$ cat src/shared/dib_pkg.sv
// Constants, types and debounce table for the digital input debounce counter
// Operation
// - Threshold DAC is seven bits; reference chosen between high supply and precision reference.
// - Supply mode threshold equals high supply times (code minus 48) over 50.
// - Reference mode threshold equals reference times (code minus 38) over 5.
// - Short detect enable adds about 4mA sink and flags a short beyond it.
// - Open or short fault sets its alert status flag and drives alert low.
// - Input state bit is the debounced signal, inverted when invert is set.
// - A 32-bit counter counts debounced edges while digital input mode is active.
// - Counted edge polarity is rising, or falling when the inverter is enabled.
// - Low sixteen count bits in one register, upper sixteen in another.
// - Edge counter clears to zero on device reset.
// - Counter wraps from all ones to zero without any error.
// - With count enable cleared the counter holds and ignores edges.
// - Comparator watches buffered sense input, or unbuffered output node when selected.
// - Comparator output is sampled at a regular interval into the debouncer.
// - Five-bit debounce code; code 0x00 passes samples straight through.
// - One debounce mode bit selects between two debounce modes.
// - Mode zero counts toward target on differing samples, back on matching ones.
// - Mode one counts differing samples and resets on any matching sample.
// - Sample period is about 800ns; targets are counts of that period.
// - Debounce mode resets to mode zero.
package dib_pkg;

  localparam int CLK_PERIOD_NS = 8;
  localparam int SAMPLE_PERIOD_NS = 800;
  localparam int SAMPLE_DIV_CYCLES = SAMPLE_PERIOD_NS / CLK_PERIOD_NS;
  localparam logic [6:0] SAMPLE_DIV_LAST = 7'(SAMPLE_DIV_CYCLES - 1);

  localparam int ADDR_W = 5;
  localparam logic [ADDR_W-1:0] OFF_CONFIG_A = 5'h00;
  localparam logic [ADDR_W-1:0] OFF_CONFIG_B = 5'h04;
  localparam logic [ADDR_W-1:0] OFF_STATE = 5'h08;
  localparam logic [ADDR_W-1:0] OFF_COUNT_LOW = 5'h0C;
  localparam logic [ADDR_W-1:0] OFF_COUNT_HIGH = 5'h10;
  localparam logic [ADDR_W-1:0] OFF_ALERT = 5'h14;

  localparam int STATE_BIT_INPUT = 0;
  localparam int STATE_BIT_RAW = 1;
  localparam int ALERT_BIT_OPEN = 0;
  localparam int ALERT_BIT_SHORT = 1;

  localparam int TARGET_W = 17;

  // input_config_a, bit 0 upward: debounce time, mode, invert, count enable,
  // sink code, sink range, open detect, short detect
  typedef struct packed {
    logic short_detect_enable;
    logic open_detect_enable;
    logic sink_range;
    logic [4:0] sink_code;
    logic count_enable;
    logic input_invert_enable;
    logic debounce_mode;
    logic [4:0] debounce_time;
  } dib_cfg_a_t;

  // input_config_b: threshold code, reference select, input select
  typedef struct packed {
    logic [6:0] reserved;
    logic input_select;
    logic threshold_reference_select;
    logic [6:0] threshold_code;
  } dib_cfg_b_t;

  // Controls handed to the analog front end
  typedef struct packed {
    logic [6:0] threshold_code;
    logic threshold_reference_select;
    logic input_select;
    logic sink_range;
    logic [4:0] sink_code;
    logic short_sink_enable;
  } dib_analog_t;

  localparam dib_cfg_a_t CFG_A_RESET = 16'h0000;
  localparam dib_cfg_b_t CFG_B_RESET = 16'h0000;
  localparam logic [15:0] CFG_B_WRITE_MASK = 16'h01FF;

  // Debounce times as counts of the 800ns sample period, rounded to nearest
  function automatic logic [TARGET_W-1:0] dib_target(input logic [4:0] code);
    logic [TARGET_W-1:0] t;
    case (code)
      5'h01: t = 17'h00010;
      5'h02: t = 17'h00017;
      5'h03: t = 17'h0001F;
      5'h04: t = 17'h00029;
      5'h05: t = 17'h00035;
      5'h06: t = 17'h00046;
      5'h07: t = 17'h0005F;
      5'h08: t = 17'h0007E;
      5'h09: t = 17'h000A3;
      5'h0A: t = 17'h000E2;
      5'h0B: t = 17'h0012D;
      5'h0C: t = 17'h00190;
      5'h0D: t = 17'h0020D;
      5'h0E: t = 17'h002BC;
      5'h0F: t = 17'h003AA;
      5'h10: t = 17'h004E3;
      5'h11: t = 17'h0065A;
      5'h12: t = 17'h008CB;
      5'h13: t = 17'h00BB9;
      5'h14: t = 17'h00FA1;
      5'h15: t = 17'h01483;
      5'h16: t = 17'h01B59;
      5'h17: t = 17'h024A0;
      5'h18: t = 17'h030D5;
      5'h19: t = 17'h03F7B;
      5'h1A: t = 17'h057E5;
      5'h1B: t = 17'h07531;
      5'h1C: t = 17'h09C41;
      5'h1D: t = 17'h0CD15;
      5'h1E: t = 17'h11170;
      5'h1F: t = 17'h16E36;
      default: t = 17'h00001;
    endcase
    return t;
  endfunction

endpackage

$ cat src/hdl/dib_debounce.sv
// Two-mode sample debouncer with bypass
`timescale 1ns/1ps
module dib_debounce
  import dib_pkg::*;
(
  // Clock and reset
  input wire logic ref_clk,
  input wire logic reset_n,
  // Samples
  input wire logic sample_en,
  input wire logic sample_in,
  // Settings
  input wire logic mode,
  input wire logic [4:0] time_code,
  // Result
  output logic state_o
);

  logic [TARGET_W-1:0] cnt_reg;
  logic [TARGET_W-1:0] cnt_next;
  logic state_reg;
  logic state_next;
  logic [TARGET_W-1:0] target;
  logic bypass;

  assign target = dib_target(time_code);
  assign bypass = (time_code == 5'h00);
  assign state_o = state_reg;

  always_comb begin
    cnt_next = cnt_reg;
    state_next = state_reg;
    if (sample_en) begin
      if (bypass) begin
        state_next = sample_in;
        cnt_next = '0;
      end else if (sample_in != state_reg) begin
        // Compare with >= so a shortened target takes effect at once
        if (cnt_reg + 17'h00001 >= target) begin
          state_next = sample_in;
          cnt_next = '0;
        end else begin
          cnt_next = cnt_reg + 17'h00001;
        end
      end else if (mode) begin
        cnt_next = '0;
      end else if (cnt_reg != '0) begin
        cnt_next = cnt_reg - 17'h00001;
      end
    end
  end

  always_ff @(posedge ref_clk or negedge reset_n) begin
    if (!reset_n) begin
      cnt_reg <= '0;
      state_reg <= 1'b0;
    end else begin
      cnt_reg <= cnt_next;
      state_reg <= state_next;
    end
  end
endmodule

$ cat src/hdl/dib_top.sv
// Per-channel digital input conditioning with Avalon-MM register slave
//
// Design decisions made here: the register addresses and the Avalon-MM slave port.
`timescale 1ns/1ps
module dib_top
  import dib_pkg::*;
(
  // Clock and reset
  input wire logic ref_clk,
  input wire logic reset_n,
  // Avalon-MM slave
  input wire logic [ADDR_W-1:0] avs_address,
  input wire logic avs_read,
  input wire logic avs_write,
  input wire logic [31:0] avs_writedata,
  input wire logic [3:0] avs_byteenable,
  output logic [31:0] avs_readdata,
  output logic avs_waitrequest,
  // Analog front end
  input wire logic comparator_out,
  input wire logic open_fault,
  input wire logic short_fault,
  input wire logic input_mode_active,
  output dib_analog_t analog_ctrl,
  // Status pins
  output logic input_state,
  output logic alert_n
);

  logic wait_reg;
  logic wait_next;
  logic [31:0] rdata_reg;
  logic [31:0] rdata_next;
  dib_cfg_a_t cfg_a_reg;
  dib_cfg_a_t cfg_a_next;
  dib_cfg_b_t cfg_b_reg;
  dib_cfg_b_t cfg_b_next;
  logic [6:0] div_reg;
  logic [6:0] div_next;
  logic sample_en_reg;
  logic sample_en_next;
  logic deb_state;
  logic deb_prev_reg;
  logic deb_prev_next;
  logic state_reg;
  logic state_next;
  logic [31:0] count_reg;
  logic [31:0] count_next;
  logic [1:0] alert_reg;
  logic [1:0] alert_next;
  logic alert_n_reg;
  logic alert_n_next;
  dib_analog_t analog_reg;
  dib_analog_t analog_next;
  logic wr_take;
  logic rd_take;
  logic qual_edge;
  logic [15:0] wmask;

  // Bus slave: every access answers on the second edge, so waitrequest is a register
  assign wr_take = avs_write && !wait_reg;
  assign rd_take = avs_read && wait_reg;
  assign wmask = {{8{avs_byteenable[1]}}, {8{avs_byteenable[0]}}};

  always_comb begin
    wait_next = 1'b1;
    if ((avs_read || avs_write) && wait_reg) begin
      wait_next = 1'b0;
    end
    rdata_next = rdata_reg;
    if (rd_take) begin
      case (avs_address)
        OFF_CONFIG_A: rdata_next = {16'h0000, cfg_a_reg};
        OFF_CONFIG_B: rdata_next = {16'h0000, cfg_b_reg};
        OFF_STATE: rdata_next = {30'h00000000, comparator_out, state_reg};
        OFF_COUNT_LOW: rdata_next = {16'h0000, count_reg[15:0]};
        OFF_COUNT_HIGH: rdata_next = {16'h0000, count_reg[31:16]};
        OFF_ALERT: rdata_next = {30'h00000000, alert_reg};
        default: rdata_next = 32'h00000000;
      endcase
    end
  end

  always_ff @(posedge ref_clk or negedge reset_n) begin
    if (!reset_n) begin
      wait_reg <= 1'b1;
      rdata_reg <= 32'h00000000;
    end else begin
      wait_reg <= wait_next;
      rdata_reg <= rdata_next;
    end
  end

  // Configuration registers; reserved bits never store
  always_comb begin
    cfg_a_next = cfg_a_reg;
    cfg_b_next = cfg_b_reg;
    if (wr_take && avs_address == OFF_CONFIG_A) begin
      cfg_a_next = (cfg_a_reg & ~wmask) | (avs_writedata[15:0] & wmask);
    end
    if (wr_take && avs_address == OFF_CONFIG_B) begin
      cfg_b_next = ((cfg_b_reg & ~wmask) | (avs_writedata[15:0] & wmask))
        & CFG_B_WRITE_MASK;
    end
  end

  always_ff @(posedge ref_clk or negedge reset_n) begin
    if (!reset_n) begin
      cfg_a_reg <= CFG_A_RESET;
      cfg_b_reg <= CFG_B_RESET;
    end else begin
      cfg_a_reg <= cfg_a_next;
      cfg_b_reg <= cfg_b_next;
    end
  end

  // Analog controls; the DAC and sink arithmetic live in the analog domain
  always_comb begin
    analog_next.threshold_code = cfg_b_reg.threshold_code;
    analog_next.threshold_reference_select = cfg_b_reg.threshold_reference_select;
    analog_next.input_select = cfg_b_reg.input_select;
    analog_next.sink_range = cfg_a_reg.sink_range;
    analog_next.sink_code = cfg_a_reg.sink_code;
    analog_next.short_sink_enable = cfg_a_reg.short_detect_enable;
  end

  always_ff @(posedge ref_clk or negedge reset_n) begin
    if (!reset_n) begin
      analog_reg <= '0;
    end else begin
      analog_reg <= analog_next;
    end
  end

  // Sample divider: one enable pulse each 800ns
  always_comb begin
    if (div_reg == SAMPLE_DIV_LAST) begin
      div_next = 7'h00;
      sample_en_next = 1'b1;
    end else begin
      div_next = div_reg + 7'h01;
      sample_en_next = 1'b0;
    end
  end

  always_ff @(posedge ref_clk or negedge reset_n) begin
    if (!reset_n) begin
      div_reg <= 7'h00;
      sample_en_reg <= 1'b0;
    end else begin
      div_reg <= div_next;
      sample_en_reg <= sample_en_next;
    end
  end

  dib_debounce u_debounce (
    .ref_clk(ref_clk),
    .reset_n(reset_n),
    .sample_en(sample_en_reg),
    .sample_in(comparator_out),
    .mode(cfg_a_reg.debounce_mode),
    .time_code(cfg_a_reg.debounce_time),
    .state_o(deb_state)
  );

  // Edges come from the debounced state, so a toggle of the invert bit alone
  // is never counted
  assign qual_edge = (deb_state != deb_prev_reg)
    && (deb_state != cfg_a_reg.input_invert_enable);

  always_comb begin
    deb_prev_next = deb_state;
    state_next = deb_state ^ cfg_a_reg.input_invert_enable;
    count_next = count_reg;
    if (qual_edge && cfg_a_reg.count_enable && input_mode_active) begin
      count_next = count_reg + 32'h00000001;
    end
  end

  always_ff @(posedge ref_clk or negedge reset_n) begin
    if (!reset_n) begin
      deb_prev_reg <= 1'b0;
      state_reg <= 1'b0;
      count_reg <= 32'h00000000;
    end else begin
      deb_prev_reg <= deb_prev_next;
      state_reg <= state_next;
      count_reg <= count_next;
    end
  end

  // Alert flags: write one to clear, a fault in the same cycle wins
  always_comb begin
    alert_next = alert_reg;
    if (wr_take && avs_address == OFF_ALERT && avs_byteenable[0]) begin
      alert_next = alert_reg & ~avs_writedata[1:0];
    end
    if (open_fault && cfg_a_reg.open_detect_enable) begin
      alert_next[ALERT_BIT_OPEN] = 1'b1;
    end
    if (short_fault && cfg_a_reg.short_detect_enable) begin
      alert_next[ALERT_BIT_SHORT] = 1'b1;
    end
    alert_n_next = ~|alert_reg;
  end

  always_ff @(posedge ref_clk or negedge reset_n) begin
    if (!reset_n) begin
      alert_reg <= 2'b00;
      alert_n_reg <= 1'b1;
    end else begin
      alert_reg <= alert_next;
      alert_n_reg <= alert_n_next;
    end
  end

  assign avs_waitrequest = wait_reg;
  assign avs_readdata = rdata_reg;
  assign analog_ctrl = analog_reg;
  assign input_state = state_reg;
  assign alert_n = alert_n_reg;

  // Gap counter for checks only, kept apart from the divider so a slip shows
  logic [7:0] gap_reg;
  logic [7:0] gap_next;
  logic count_on;

  assign count_on = cfg_a_reg.count_enable && input_mode_active;

  always_comb begin
    gap_next = gap_reg + 8'h01;
    if (sample_en_reg) begin
      gap_next = 8'h01;
    end
  end

  always_ff @(posedge ref_clk or negedge reset_n) begin
    if (!reset_n) begin
      gap_reg <= 8'h00;
    end else begin
      gap_reg <= gap_next;
    end
  end
endmodule

$ cat config.mk
export PLATFORM = sky130hd
export DESIGN_NAME = dib_top
export DESIGN_NICKNAME = d
export VERILOG_FILES = /design/src/shared/dib_pkg.sv /design/src/hdl/dib_debounce.sv /design/src/hdl/dib_top.sv
export SDC_FILE = /design/constraint.sdc
export NUM_CORES = 1
export LEC_CHECK = 0
export BUFFER_PORTS_ARGS = -buffer_cell sky130_fd_sc_hd__buf_2
export CORE_MARGIN = 10
export CORE_UTILIZATION = 40
export DETAILED_ROUTE_END_ITERATION = 10
export HOLD_SLACK_MARGIN = 0.15
export PLACE_DENSITY = 0.59
export SYNTH_ARGS = -nofsm -noshare
export SYNTH_HDL_FRONTEND = slang
export SYNTH_SLANG_ARGS = --single-unit
$ cat constraint.sdc
create_clock -name ref_clk -period 7.9 [get_ports ref_clk]
set_input_delay 0.79 -clock ref_clk [delete_from_list [all_inputs] [get_ports ref_clk]]
set_output_delay 0.79 -clock ref_clk [all_outputs]
set_load 0.02 [all_outputs]
Word level (Yosys, flattened, before mapping). Memories as Yosys holds them, arrays and structs flattened. Cells that the tools add are included.

Register bits after elaboration: 137. Latch bits: 0. Bits in writable memories: 0. Memory bits (read-only): 544. Output and inout port bits: 51. Memories kept: 1.

Memory list: (name not given) (words 32, bits a word 17, read ports 1, clocked after memory_dff 0, wr ports 0, RTL line dib_pkg.sv:83) `case (code)`.

$add $sub $neg: 4. Multipliers: 0. Divide/modulo/power cells: 0. Order comparisons: 1. Equal/unequal tests: 9. Shifts and indexed selects: 0. Multiplexer cells: 15. Bitwise gates (word level): 9. Reduce and logical (&&, ||, !) cells: 26.

Operator list (number): 16-bit case mux with 6 select lines (1); 17-bit two-way mux (5); 32-bit by 1-bit adder with 32-bit output, second input constant (1); 16-bit bitwise AND (2); 17-bit by 1-bit adder with 17-bit output, second input constant (1); 17-bit >= comparator (1); 17-bit nonzero test (1); 17-bit by 1-bit subtractor with 17-bit output, second input constant (1); 16-bit inverter (1); 16-bit OR (1); 1-bit logical AND (12); 5-bit by 4-bit equality test with 1-bit output, second input constant (2); 5-bit equality test, second input constant (2); 5-bit zero test (2); 9-bit bitwise AND (1); 9-bit OR (1); 2-bit nonzero test (4); 7-bit by 1-bit adder with 7-bit output, second input constant (1); 7-bit equality test, second input constant (1); 1-bit two-way mux (7); 7-bit two-way mux (1); 5-bit by 3-bit equality test with 1-bit output, second input constant (1); 4-bit nonzero test (1); 1-bit inequality test (3); other kinds (9) (10).

Logic depth before layout (Yosys ltp).
Depth in word-level cells: 6. Gate-level depth with buffers: 15.

Modules after synthesis. A second synthesis with hierarchy kept.

Cells, all modules: 717. Area, all modules: 7160.6 um2.

Modules (own cells, without submodules): dib_top (instances 1, cells each 366, area an instance 4588.2 um2); dib_debounce (instances 1, cells each 351, area an instance 2572.5 um2).

Worst setup path after synthesis. Ideal clock, no wire load.

Kind: flip-flop to flip-flop. From: register (tool-made name). To: register u_debounce.cnt_reg[15]. Data arrival time: 3.425 ns. Path slack: 4.393 ns. Cell stages (with the launch flop): 16. Buffers on the path: 2. Cells stage by stage: dfrtp_1 > clkbuf_1 > inv_1 > ha_1 > nand2b_1 > a21oi_1 > a311oi_1 > a31oi_1 > ha_1 > a21o_1 > a31oi_1 > o21ai_0 > a211oi_1 > clkbuf_1 > nand3_1 > a31oi_1.

RTL lines: end signal, assigned (RTL line dib_debounce.sv:58) `cnt_reg <= cnt_next;`; end, declared (RTL line dib_debounce.sv:19) `logic [TARGET_W-1:0] cnt_reg;`.

==> results.cfg <==
[floorplan]
dieWidth_um = 153
io_pins = 100
die_y_um = 153
die-area_sq_um = 23400
coreArea_sq_um = 17400
initial_core_util_pct = 40.8
rows = 48

[setup_path]
r2r_end = u_debounce.state_o
slowest_stage = dfrtp_1
startpoint_type = flop
arrival_ns = 4.19
worstPathMaxFanout = 16
max_stage_delay_ns = 0.71
cp_cell_sequence = inv_1, ha_1, nand2b_1, a21oi_1, a311oi_1, a31oi_1, ha_1, a21o_1, a31oi_1, o21ai_0, a211oi_1, buf_4, a21boi_0, mux2_2
cp.required_ns = 8.20
crit_path_end_kind = flop
reg2reg_depth = 14
reg2reg_slack_ns = 4.01
path_class = flop to flop

[synth]
synthesis.area_sq_um = 7090
synthXorXnorAreaFrac_pct = 6.92
avgSynthCellArea_sq_um = 9.58
synthDistinctLibCells = 70
synth-simple-area-share_pct = 18.2
synth_compound_gate_area_share_pct = 15.4
synth_edf_count = 0
yosysSeqAreaShare_pct = 42.7
synth_top_family_by_area = simple AND/OR/NAND/NOR gates
ys_async_sr_fraction_pct = 100
ys_ff_latch = 121
muxShareOfSynthArea_pct = 5.44
yosysWarnings = 0
synthFlopType = dfrtp_1
synthAdderAreaFrac_pct = 5.65
synth_cells = 740

[timing]
worst_slew_pin_slew_ns = 1.11
finalHoldViolCount = 0
fin_skew_ns = 0.00862
relSlewSlack_pct = 25.8
tns_ns = 0
rsz0062_at_grt = no
max_freq_ghz = 0.257
period_needed_ns = 3.89
slew_violations = 0
period_share_pct = 49.2
setup_violations = 0

[clock_tree]
clk_pin_slew_ns = 0.06
clockBufferDepth = 2
cts_resized = 0
cts-htree-levels = 4
post-cts-setup-buffers = 0
cts_tree = done
root_buffer = clkbuf_16
ctsHoldBuffers = 0
cts_sinks = 121
insertion_delay_ns = 0.41
numCtsBuffers = 17

[power_and_ir_drop]
switching_power_uw = 428
power_frac_comb_pct = 10.2
pwr-share-clk_pct = 48.6
seqPwrFrac_pct = 41.2
internal_power_uw = 1210
irDropWorstVdd_mv = 0.198
swShare_pct = 26.1
p_per_area_nw_per_um2 = 203
p_leak_uw = 0.00371

[global_route]
antenna_found_initial = 2
overflow = 0
grt_pass1_vias = 5640
track_usage_pct = 15.5
grt_pass1_wl_um = 30000
grt_max_degree = 70

[placed_design]
gp_congestion = 0.901
port-buffer-count = 65
dp_cells = 991
dp_hpwl_um = 13400

[routing]
first_pass_iters = 7
route.detailed.drc = 0
wl_per_cell_um = 18.1
initialDrtViolationCount = 541
post_drt_via_cell_ratio = 5.70
ant_nets = 0
via_count = 5825
totalWireLength_um = 18500

[outcome]
status = finished, final reports clean

[final_layout]
final_cell_mix = 119 x dfrtp_1, 73 x nand2_1, 64 x buf_2
antenna_cells_inserted = 0
layout_commonest_cell = dfrtp_1
drive_above_1_share_pct = 19.1
areaGrowthSynthToFinish_pct = 14.1
layout.nets = 866
finalNonFillerCells = 1022

[worst_hold_path]
hold_path_end = analog_ctrl[2]
min_path_type = flop to flop
hold_depth = 0

[job]
max_cap_violations = 0
[power by group through the flow]
stage	clock network, uW	logic, uW	registers [uW]
after CTS	810	169	675
after global placement	0	164	685
final	797	168	675
after detailed placement	0	169	686
after global routing	839	187	680
after floorplan	0	108	685
[Yosys cell counts (4+ instances only)]
library cell	count	area (sq um)
dfrtp_1	119	2980
nand2_1	73	274
o21ai_0	56	280
nor2_1	52	195
ha_1	32	400
xnor2_1	32	280
clkbuf_1	31	116
nand3_1	31	155
mux2_2	30	338
a21oi_1	24	120
xor2_1	24	210
inv_1	22	82.6
buf_4	20	150
nor3_1	17	85.1
nand4_1	16	100
a222oi_1	14	140
and3_1	14	87.6
a31oi_1	12	75.1
a21boi_0	9	67.6
o211ai_1	8	60.1
a22o_1	7	61.3
and2_1	6	37.5
and4_1	6	52.6
or4_1	6	45.0
buf_2	5	25.0
nor4_1	5	31.3
nor2b_1	4	25.0
[through the flow]
step	hold WS [ns]	cell area, sq um	setup WS, ns	utilization, %	power, uW
finish	0.409	8090	4.01	46.6	1640
global route	0.425	8090	3.67	46.6	1710
CTS	0.411	8090	4.03	46.6	1660
detailed placement	0.398	7480	4.06	43.1	855
global placement	0.391	7480	4.14	43.1	849
floorplan	0.355	7150	4.39	-	793
[routing by layer]
metal	global-route usage, %	vias up	part of all wire [%]
met5	0	-	0.070
met4	5.04	2	1.6
li1	-	2743	-
met2	25.4	151	50
met3	3.87	22	5.3
met1	19.3	2907	43
[how the worst max path moves through the flow]
stage / from / depth (start not counted) / end / slack [ns]
6_report: flop / 14 / u_debounce.state_o / 4.01
4_1_cts: flop / 14 / u_debounce.state_o / 4.03
3_3_place_gp: flop / 14 / u_debounce.state_o / 4.14
5_1_grt: flop / 12 / u_debounce.cnt_reg[3] / 3.67
2_1_floorplan: flop / 15 / u_debounce.cnt_reg[15] / 4.39
3_5_place_dp: flop / 14 / u_debounce.state_o / 4.06
[logic make-up (layout without fill, tap and decap cells)]
group / after synthesis / count (layout)
simple gates: 252 / 252
compound gates: 163 / 163
flops: 121 / 121
buf+inv: 82 / 124
xor+xnor: 56 / 56
mux: 33 / 33
fa+ha+maj: 32 / 32
other cells: 1 / 16
[worst max-delay path, delay by kind of cell (launching register included)]
kind | cells | cell delay [ns]
AO/OA/AOI/OAI | 8 | 1.26
AND/OR/NAND/NOR | 1 | 0.16
multiplexers | 1 | 0.29
buffers and inverters | 2 | 0.54
adder cells (fa/ha/maj) | 2 | 0.81
flip-flops | 1 | 0.71
[final cells by class]
| cell class | count | area [sq um] |
|---|---|---|
| clock buffers | 18 | 439 |
| clock inverters | 13 | 168 |
| fillers | 1632 | 9270 |
| inverters | 23 | 86.3 |
| multi-input cells | 552 | 3720 |
| flip-flops and latches | 121 | 3030 |
| well taps | 225 | 282 |
| repair buffers | 70 | 365 |
Power figures use the tool's default switching activity.
